File: src/bstp_pkg.sv
// Shared constants and types for the boundary-scan test port
package bstp_pkg;
    localparam int IR_LEN = 10;
    localparam int UC_LEN = 32;
    localparam int ID_LEN = 32;
    // Instruction codes
    localparam logic [9:0] OP_EXTEST = 10'h000;
    localparam logic [9:0] OP_SAMPLE = 10'h005;
    localparam logic [9:0] OP_IDCODE = 10'h059;
    localparam logic [9:0] OP_USERCODE = 10'h007;
    localparam logic [9:0] OP_CLAMP = 10'h00A;
    localparam logic [9:0] OP_PROG_ENTER = 10'h2CC;
    localparam logic [9:0] OP_PROG_EXIT = 10'h201;
    localparam logic [9:0] OP_BULK_ERASE = 10'h2F2;
    localparam logic [9:0] OP_BYPASS = 10'h3FF;
    localparam logic [9:0] IR_CAPTURE = 10'h001;
    // Identification field positions
    localparam int ID_VER_LSB = 28;
    localparam int ID_PART_LSB = 12;
    localparam int ID_MFG_LSB = 1;
    // Arbitrary identity values
    localparam logic [3:0] ID_VERSION = 4'h1;
    localparam logic [15:0] ID_PART = 16'h00A5;
    localparam logic [10:0] ID_MFG = 11'h012;
    localparam int BSR_DEFAULT = 96;
    // Timing
    localparam int CLK_MHZ = 250;
    localparam int PROG_SWITCH_US = 1000;
    localparam int ERASE_US = 100000;
    localparam int PROG_SWITCH_CYC = PROG_SWITCH_US * CLK_MHZ;
    localparam int ERASE_CYC = ERASE_US * CLK_MHZ;
    localparam logic [2:0] SYNC_RESET = 3'h1;

    typedef struct packed {
        logic tck;
        logic tms;
        logic tdi;
    } bstp_pins_t;

    typedef enum logic [3:0] {
        ST_RESET = 4'b0000, ST_IDLE = 4'b0001, ST_SEL_DR = 4'b0010,
        ST_CAP_DR = 4'b0011, ST_SHF_DR = 4'b0100, ST_EX1_DR = 4'b0101,
        ST_PAU_DR = 4'b0110, ST_EX2_DR = 4'b0111, ST_UPD_DR = 4'b1000,
        ST_SEL_IR = 4'b1001, ST_CAP_IR = 4'b1010, ST_SHF_IR = 4'b1011,
        ST_EX1_IR = 4'b1100, ST_PAU_IR = 4'b1101, ST_EX2_IR = 4'b1110,
        ST_UPD_IR = 4'b1111
    } bstp_state_t;
endpackage : bstp_pkg

File: src/bstp_test_port.sv
// Boundary-scan test access port sampled on the system clock
`timescale 1ns/1ps
// Summary of operation
// - The instruction register is ten bits and shifts between TDI and TDO in instruction scans.
// - USERCODE puts the 32-bit user code register between TDI and TDO.
// - SAMPLE/PRELOAD captures pin levels while the core runs and accepts a pattern for later.
// - EXTEST drives outputs from the chain update stage and captures input pin levels.
// - BYPASS puts a one-bit register between TDI and TDO while the core runs normally.
// - CLAMP holds pins from the update stage and routes TDI to TDO through the bypass bit.
// - IDCODE puts the identification register between TDI and TDO.
// - The boundary chain length is a per-variant parameter such as 96, 192 or 288.
// - The identification value is version, part number, manufacturer and one trailing bit.
// - The identification value always ends in a one.
// - Programming instructions are accepted through the test port.
// - With the scan interface disabled, the four test pins are released as user pins.
// - Entering and leaving programming mode each take one millisecond.
// - A bulk erase instruction starts a single 100 ms erase pulse.
module bstp_test_port #(
    parameter int BSR_LEN = bstp_pkg::BSR_DEFAULT,
    parameter int SWITCH_CYC = bstp_pkg::PROG_SWITCH_CYC,
    parameter int ERASE_CYCLES = bstp_pkg::ERASE_CYC
) (
    input wire logic mclk,
    input wire logic resetn,
    input wire logic ce,
    input wire logic scanEnable,
    input wire bstp_pkg::bstp_pins_t pins,
    input wire logic [31:0] userCode,
    input wire logic [BSR_LEN-1:0] pinIn,
    input wire logic [BSR_LEN-1:0] coreOut,
    output logic tdo,
    output logic tdoOe,
    output logic pinsReleased,
    output logic [BSR_LEN-1:0] pinOut,
    output logic progMode,
    output logic progBusy,
    output logic eraseActive
);
    import bstp_pkg::*;

    localparam int DW = (BSR_LEN > 32) ? BSR_LEN : 32;
    localparam logic [31:0] ID_VALUE = {ID_VERSION, ID_PART, ID_MFG, 1'b1};

    logic [2:0] s1, s2, s3, filt;
    logic tckPrev;
    logic [BSR_LEN-1:0] pin1, pin2, pin3, pinLevel;
    bstp_state_t state;
    logic [IR_LEN-1:0] irShift, irReg;
    logic [DW-1:0] dr;
    logic [BSR_LEN-1:0] bsrUpd;
    logic [31:0] timer;
    logic switching;
    bstp_pins_t fp;
    logic tckRise, tckFall, tmsV, tdiV;

    // Instructions that put the boundary chain between TDI and TDO
    function automatic logic selBoundary(input logic [IR_LEN-1:0] op);
        selBoundary = (op == OP_SAMPLE) || (op == OP_EXTEST);
    endfunction : selBoundary

    function automatic int drLen(input logic [IR_LEN-1:0] op);
        if (selBoundary(op)) begin
            drLen = BSR_LEN;
        end else if (op == OP_IDCODE) begin
            drLen = ID_LEN;
        end else if (op == OP_USERCODE) begin
            drLen = UC_LEN;
        end else begin
            drLen = 1;
        end
    endfunction : drLen

    assign fp = bstp_pins_t'(filt);
    assign tckRise = fp.tck && !tckPrev;
    assign tckFall = !fp.tck && tckPrev;
    assign tmsV = fp.tms;
    assign tdiV = fp.tdi;

    // Three-stage synchroniser; a bit changes once stages two and three agree
    always_ff @(posedge mclk or negedge resetn) begin
        if (!resetn) begin
            s1 <= SYNC_RESET;
            s2 <= SYNC_RESET;
            s3 <= SYNC_RESET;
            filt <= SYNC_RESET;
            tckPrev <= 1'b0;
        end else if (ce) begin
            s1 <= pins;
            s2 <= s1;
            s3 <= s2;
            filt <= (s2 & ~(s2 ^ s3)) | (filt & (s2 ^ s3));
            tckPrev <= fp.tck;
        end
    end

    always_ff @(posedge mclk or negedge resetn) begin
        if (!resetn) begin
            pin1 <= '0;
            pin2 <= '0;
            pin3 <= '0;
            pinLevel <= '0;
        end else if (ce) begin
            // Pin levels pass the same three-stage filter as the link pins
            pin1 <= pinIn;
            pin2 <= pin1;
            pin3 <= pin2;
            pinLevel <= (pin2 & ~(pin2 ^ pin3)) | (pinLevel & (pin2 ^ pin3));
        end
    end

    // Controller state
    always_ff @(posedge mclk or negedge resetn) begin
        if (!resetn) begin
            state <= ST_RESET;
        end else if (ce) begin
            if (!scanEnable) begin
                state <= ST_RESET;
            end else if (tckRise) begin
                case (state)
                    ST_RESET: state <= tmsV ? ST_RESET : ST_IDLE;
                    ST_IDLE: state <= tmsV ? ST_SEL_DR : ST_IDLE;
                    ST_SEL_DR: state <= tmsV ? ST_SEL_IR : ST_CAP_DR;
                    ST_CAP_DR: state <= tmsV ? ST_EX1_DR : ST_SHF_DR;
                    ST_SHF_DR: state <= tmsV ? ST_EX1_DR : ST_SHF_DR;
                    ST_EX1_DR: state <= tmsV ? ST_UPD_DR : ST_PAU_DR;
                    ST_PAU_DR: state <= tmsV ? ST_EX2_DR : ST_PAU_DR;
                    ST_EX2_DR: state <= tmsV ? ST_UPD_DR : ST_SHF_DR;
                    ST_UPD_DR: state <= tmsV ? ST_SEL_DR : ST_IDLE;
                    ST_SEL_IR: state <= tmsV ? ST_RESET : ST_CAP_IR;
                    ST_CAP_IR: state <= tmsV ? ST_EX1_IR : ST_SHF_IR;
                    ST_SHF_IR: state <= tmsV ? ST_EX1_IR : ST_SHF_IR;
                    ST_EX1_IR: state <= tmsV ? ST_UPD_IR : ST_PAU_IR;
                    ST_PAU_IR: state <= tmsV ? ST_EX2_IR : ST_PAU_IR;
                    ST_EX2_IR: state <= tmsV ? ST_UPD_IR : ST_SHF_IR;
                    default: state <= tmsV ? ST_SEL_DR : ST_IDLE;
                endcase
            end
        end
    end

    // Instruction register
    always_ff @(posedge mclk or negedge resetn) begin
        if (!resetn) begin
            irShift <= '0;
            irReg <= OP_IDCODE;
        end else if (ce) begin
            if (state == ST_RESET) begin
                irReg <= OP_IDCODE;
            end else if (tckRise) begin
                if (state == ST_CAP_IR) begin
                    irShift <= IR_CAPTURE;
                end else if (state == ST_SHF_IR) begin
                    irShift <= {tdiV, irShift[IR_LEN-1:1]};
                end else if (state == ST_UPD_IR) begin
                    irReg <= irShift;
                end
            end
        end
    end

    // Data register path, length chosen by the active instruction
    always_ff @(posedge mclk or negedge resetn) begin
        if (!resetn) begin
            dr <= '0;
        end else if (ce && tckRise) begin
            if (state == ST_CAP_DR) begin
                dr <= '0;
                if (selBoundary(irReg)) begin
                    dr[BSR_LEN-1:0] <= pinLevel;
                end else if (irReg == OP_IDCODE) begin
                    dr[31:0] <= ID_VALUE;
                end else if (irReg == OP_USERCODE) begin
                    dr[31:0] <= userCode;
                end
            end else if (state == ST_SHF_DR) begin
                dr <= dr >> 1;
                dr[drLen(irReg)-1] <= tdiV;
            end
        end
    end

    // Update stage of the boundary chain
    always_ff @(posedge mclk or negedge resetn) begin
        if (!resetn) begin
            bsrUpd <= '0;
        end else if (ce && tckRise && state == ST_UPD_DR) begin
            if (selBoundary(irReg)) begin
                bsrUpd <= dr[BSR_LEN-1:0];
            end
        end
    end

    // Pin drive: test pattern under EXTEST and CLAMP, core otherwise
    always_ff @(posedge mclk or negedge resetn) begin
        if (!resetn) begin
            pinOut <= '0;
        end else if (ce) begin
            if (irReg == OP_EXTEST || irReg == OP_CLAMP) begin
                pinOut <= bsrUpd;
            end else begin
                pinOut <= coreOut;
            end
        end
    end

    // TDO changes on falling TCK, released outside shift states
    always_ff @(posedge mclk or negedge resetn) begin
        if (!resetn) begin
            tdo <= 1'b1;
            tdoOe <= 1'b1;
            pinsReleased <= 1'b1;
        end else if (ce) begin
            pinsReleased <= !scanEnable;
            if (!scanEnable) begin
                tdoOe <= 1'b1;
            end else if (tckFall) begin
                if (state == ST_SHF_IR) begin
                    tdo <= irShift[0];
                    tdoOe <= 1'b0;
                end else if (state == ST_SHF_DR) begin
                    tdo <= dr[0];
                    tdoOe <= 1'b0;
                end else begin
                    tdoOe <= 1'b1;
                end
            end
        end
    end

    // Programming mode entry, exit and bulk erase timing
    always_ff @(posedge mclk or negedge resetn) begin
        if (!resetn) begin
            timer <= '0;
            switching <= 1'b0;
            progMode <= 1'b0;
            progBusy <= 1'b0;
            eraseActive <= 1'b0;
        end else if (ce) begin
            if (timer != 32'h0000_0000) begin
                timer <= timer - 32'h0000_0001;
                if (timer == 32'h0000_0001) begin
                    progBusy <= 1'b0;
                    eraseActive <= 1'b0;
                    switching <= 1'b0;
                end
            end else if (tckRise && state == ST_UPD_IR && !progBusy) begin
                if (irShift == OP_PROG_ENTER && !progMode) begin
                    progMode <= 1'b1;
                    switching <= 1'b1;
                    progBusy <= 1'b1;
                    timer <= 32'(SWITCH_CYC);
                end else if (irShift == OP_PROG_EXIT && progMode) begin
                    progMode <= 1'b0;
                    switching <= 1'b1;
                    progBusy <= 1'b1;
                    timer <= 32'(SWITCH_CYC);
                end else if (irShift == OP_BULK_ERASE && progMode) begin
                    eraseActive <= 1'b1;
                    progBusy <= 1'b1;
                    timer <= 32'(ERASE_CYCLES);
                end
            end
        end
    end
endmodule : bstp_test_port

File: config.mk
export PLATFORM = sky130hd
export DESIGN_NAME = bstp_test_port
export DESIGN_NICKNAME = d
export VERILOG_FILES = /design/src/bstp_pkg.sv /design/src/bstp_test_port.sv
export SDC_FILE = /design/constraint.sdc
export NUM_CORES = 1
export LEC_CHECK = 0
export BUFFER_PORTS_ARGS = -buffer_cell sky130_fd_sc_hd__buf_2
export CAP_MARGIN = 25
export CORE_AREA = 2 2 358 360
export CTS_CLUSTER_DIAMETER = 50
export DETAILED_ROUTE_END_ITERATION = 12
export DIE_AREA = 0 0 360 362
export SYNTH_ARGS = -nofsm -noshare
export SYNTH_HDL_FRONTEND = slang
export SYNTH_SLANG_ARGS = --single-unit
File: constraint.sdc
create_clock -name mclk -period 2.4 [get_ports mclk]
set_clock_uncertainty 0.1 [all_clocks]
set_input_delay 0.72 -clock mclk [delete_from_list [all_inputs] [get_ports mclk]]
set_output_delay 0.72 -clock mclk [all_outputs]
set_load 0.01 [all_outputs]
# Word-level counts from Yosys, hierarchy flattened
# Index checks and enable logic that the tools add are counted.
[word_totals]
out_inout_bits = 102
reg_bits = 747
word_cells = 170
in_bits = 231
[op_classes]
reduce_logical = 42
magnitude_cmp = 2
mux = 61
bitwise_logic = 12
eq_ne = 29
add_sub_neg = 2
[ops]
columns = ["operator", "n"]
rows = [
  ["$mux W32", 11],
  ["$mux W96", 3],
  ["$and A96 B96 Y96", 2],
  ["$bwmux W96", 1],
  ["$not A96 Y96", 1],
  ["$or A96 B96 Y96", 1],
  ["$xor A96 B96 Y96", 1],
  ["$mux W10", 7],
  ["$mux W64", 1],
  ["$pmux W4 S11", 1],
  ["$eq A32 B1 Y1 const B", 1],
  ["$eq A4 B4 Y1 const B", 8],
  ["$ge A32 B1 Y1 const B", 1],
  ["$lt A32 B9 Y1 const B", 1],
  ["$reduce_bool A32 Y1", 1],
  ["$sub A32 B1 Y32 const B", 1],
  ["$sub A32 B2 Y32 const B", 1],
  ["$eq A10 B10 Y1 const B", 3],
  ["$mux W4", 6],
  ["$mux W1", 22],
  ["$eq A10 B3 Y1 const B", 2],
  ["$eq A4 B3 Y1 const B", 4],
  ["$reduce_and A4 Y1", 4],
  ["$reduce_bool A2 Y1", 8],
  ["26 further kinds", 56],
]

# Depth between registers and ports, before layout
[depth]
word_depth = 15
mapped_depth = 9
mapped_depth_nobuf = 8

# Worst setup path after synthesis
# No wires, ideal clock.
[synth_timing]
path_kind = "register to register"
start = "register timer[26]"
end = "register timer[19]"
required_time_ns = 2.182
setup_ns = 0.118
path_stages_with_launch = 8
t_arrival_ns = 2.436
period_less_slack_ns = 2.654
path_slack_ns = -0.254
cell_sequence = "dfrtp_1 or4_4 or4_4 or4_4 buf_6 nor2_8 a21oi_1 o2bb2a_4"
[synth_between]
elab_chain_cells = 3
[synth_rtl]
columns = ["item", "line_no", "rtl"]
rows = [
  ["start: declaration", "bstp_test_port.sv:51", "logic [31:0] timer;"],
  ["start signal: assignment", "bstp_test_port.sv:240", "timer <= timer - 32'h0000_0001;"],
  ["start signal: assignment", "bstp_test_port.sv:251", "timer <= 32'(SWITCH_CYC);"],
  ["start signal: assignment", "bstp_test_port.sv:256", "timer <= 32'(SWITCH_CYC);"],
  ["$reduce_bool A32 Y1 *", "bstp_test_port.sv:239", "if (timer != 32'h0000_0000) begin"],
  ["$reduce_bool A4 Y1 (no source line) or $reduce_bool A2 Y1 (tied branches)", "--", ""],
  ["$reduce_and A3 Y1 (no source line)", "--", ""],
]
# Every way passes the cells marked *; elsewhere a longest branch is shown, timed or not.
# A chain may end at the register's enable or synchronous reset.

# Worst setup path after layout
[layout_timing]
start = "register timer[26]"
end = "register timer[20]"
# The elaborated chain is that of the path after synthesis.

==> reports/results.ini <==
[logic_synthesis]
synth.distinct_cells = 71
yosys-top-cells-area = dfrtp_1 (59%), mux2_2 (11%), o21ai_0 (6.1%)
synth_fp_nets = 3068
async_flop_share = 1.000
synth_area_leader_cell = dfrtp_1
synth_ff_type = dfrtp_1
synth_top_area_frac = 0.5878
syn_area_um2 = 31330
synth_seq_cells = 747
synth_edf_count = 0
synthCells = 2834
yosysSeqAreaShare = 0.5970
postSynthAreaPerCell_um2 = 11.06
yosysWarningCount = 0

[timing]
finalMaxSlewViolations = 0
timing.final.ws_setup_ns = -0.2412
setup_violations = 133
hold_viol = 0
fin_setup_tns_ns = -12.02
max_freq_ghz = 0.3786
rsz0062_at_grt = true
tightest_slew_ns = 0.9284
fin_crit_sh = 1.100
slew_headroom = 0.3798
min_period_ns = 2.641

[clock_network]
cts_buffer_depth = 3
clkLatencyLatePin_ns = 0.71
cts_made_buffers = 100
root_buffer = clkbuf_16
clk_pin_slew_worst_paths_ns = 0.06
cts.sinks = 747
tritoncts = yes
htreeDepth = 3

[drt]
ant_nets = 0
drt_iter0_drc = 1910
drc = 0
drtPass1Iterations = 5
vias = 23304
wl_per_cell_um = 17.57
wl_mm = 89.13
vias_per_cell = 4.593

[global_routing]
grt_pass1_vias = 22623
grt_pass1_wl_mm = 133.8
grt_max_degree = 110
grt.overflow.total = 0
grtUsageTotal = 0.1300
antenna_found_initial = 26

[power]
p_leak_nw = 17.90
peakVddDrop_uv = 525.2
power.total_mw = 35.69
net-switching-power_mw = 9.689
clkPwrFrac = 0.446
p_int_mw = 26.00
comb_power_share = 0.109
seqPwrFrac = 0.445
pwr_density_cell_nw_per_um2 = 862.7
netSwitchingFraction = 0.2715

[setup_path]
crit_family = simple AND/OR/NAND/NOR gates
cp_slowest_cell = or4_4
cp_num_buf_inv = 1
endpoint_kind = flop
path_common_cell = or4_4
cp.required_ns = 2.88
reg2reg_depth = 7
cp-start-kind = flop
worst_path_largest_cell_delay_ns = 0.57
crit_type = flop to flop
reg2reg_slack_ns = -0.24
arrival_ns = 3.12
regToRegEndpoint = timer[20]$_DFFE_PN0P_
crit_fanout = 7
path_cells = or4_4, or4_4, or4_4, nor2_8, buf_4, a21o_2, a21oi_1
reg2reg_from = timer[26]$_DFFE_PN0P_

[placed_design]
io_buffers = 332
post_dp_cell_area_um2 = 36220
dp.cells = 4811
place_congestion = 0.8841
place_hpwl_mm = 57.34

[finish]
final_cell_count_no_fill = 5074
design_area_um2 = 41370
nets = 3541
area_growth_pct = 32.03
drive_gt1_frac = 0.3279

[floorplanning]
die_h_um = 362
start_util = 0.2473
die_w_um = 360
dieArea_um2 = 130300
row_count = 131
io_pins = 333
core_area_um2 = 126700

[min_path]
min-delay-path-class = primary input to flop
min_to = pin1[8]$_DFFE_PN0P_
worstHoldPathCells = 2
hp-start = pinIn[8]

[outcome]
outcome = finished with violations
failed_checks = setup timing

[run]
maxCapViolCount = 0

-- worst reg2reg max path, delay by kind of cell (launching register included) --
family,cells,cell delay [ns]
AO/OA/AOI/OAI,2,0.12
buffers and inverters,1,0.14
AND/OR/NAND/NOR,4,1.79
flip-flops,1,0.38
-- layer usage --
layer  routed length [um]  track usage
met1                40180       0.1751
met2                40920       0.2005
met3                 5011      0.02774
met4                 2944      0.05742
met5                   69            0
-- logic make-up (layout without fill, tap and decap cells) --
logic type	Yosys count	count (layout)	share of synthesized area
simple gates	621	621	0.08749
other cells	0	18	0
flops	747	747	0.5970
xor+xnor	6	6	0.001677
compound gates	768	768	0.1370
fa+ha+maj	3	3	0.001198
buf+inv	293	853	0.03730
mux	396	396	0.1384
-- cells in the final DEF, fill, tap and decap left out, types with 45 or more instances in the layout --
| master | count |
|---|---|
| a21oi_1 | 220 |
| a31oi_1 | 69 |
| buf_12 | 45 |
| buf_2 | 330 |
| buf_4 | 133 |
| clkbuf_16 | 111 |
| dfrtp_1 | 736 |
| inv_1 | 107 |
| mux2_2 | 202 |
| mux2_4 | 95 |
| mux2i_1 | 99 |
| nand2_1 | 242 |
| nand3_1 | 80 |
| nor2_1 | 202 |
| o21ai_0 | 365 |
-- power groups by stage --
stage	Sequential, mW	Clock (mW)	Combinational (mW)
finish	15.9	15.9	3.90
floorplan	15.5	0	2.37
CTS	15.8	16.3	3.90
detailed placement	16.0	0	3.84
global route	16.1	16.9	4.46
global placement	16.0	0	3.67
-- metrics by stage --
stage	hold WS [ns]	util	setup slack, ns
after floorplan	0.3244	-	-0.2537
after global placement	0.3681	0.2859	-0.3110
after detailed placement	0.3741	0.2859	-0.3310
after CTS	0.07248	0.3197	-0.2330
after global routing	0.1059	0.3264	-0.3075
final	0.1431	0.3265	-0.2412
-- synth_stat cells, types with 4 or more instances --
master	number
a22o_1	11
or4_1	5
buf_2	19
nand2b_1	6
a21o_1	5
dfstp_2	11
buf_1	13
a31oi_1	71
buf_4	4
a211oi_1	4
nor2b_1	6
dfrtp_1	736
nand4_1	6
mux2_2	297
nor2_1	208
mux2i_1	99
xnor2_1	4
nor4_1	13
nand2_1	246
a21oi_1	227
inv_1	108
nand3_1	84
buf_6	4
nor3_1	13
o21ai_0	381
or3_1	5
a221o_1	25
a221oi_1	7
o22a_1	5
clkbuf_1	145
o31ai_1	4
-- repair_timing --
action | CTS | global route
setup buffers | 15 | 25
setup endpoints to repair | 126 | 196
cloned | 9 | 11
hold buffers | 1 | 0
pin swaps | 14 | 30
gates resized for setup | 76 | 107
endpoints found under the hold margin | 11 | 0
-- layout make-up --
cell class / count / area, um^2
fill: 12632 / 85330
sequential: 747 / 18710
multi-input combinational: 1794 / 12150
timing repair buffer: 556 / 4360
clock buffer: 132 / 2814
tap: 1662 / 2079
clock inverter: 57 / 804.5
inverter: 108 / 407.9
antenna: 18 / 45.04
-- worst max-delay path by stage --
stage	from	to	slack, ns	depth (start not counted)
CTS	timer[26]$_DFFE_PN0P_	timer[19]$_DFFE_PN0P_	-0.23	6
detailed placement	timer[26]$_DFFE_PN0P_	timer[18]$_DFFE_PN0P_	-0.33	7
finish	timer[26]$_DFFE_PN0P_	timer[20]$_DFFE_PN0P_	-0.24	7
floorplan	timer[26]$_DFFE_PN0P_	timer[19]$_DFFE_PN0P_	-0.25	7
global route	timer[26]$_DFFE_PN0P_	timer[15]$_DFFE_PN0P_	-0.31	8
global placement	timer[26]$_DFFE_PN0P_	timer[13]$_DFFE_PN0P_	-0.31	7
No activity file was read; power rests on OpenSTA's default activity.
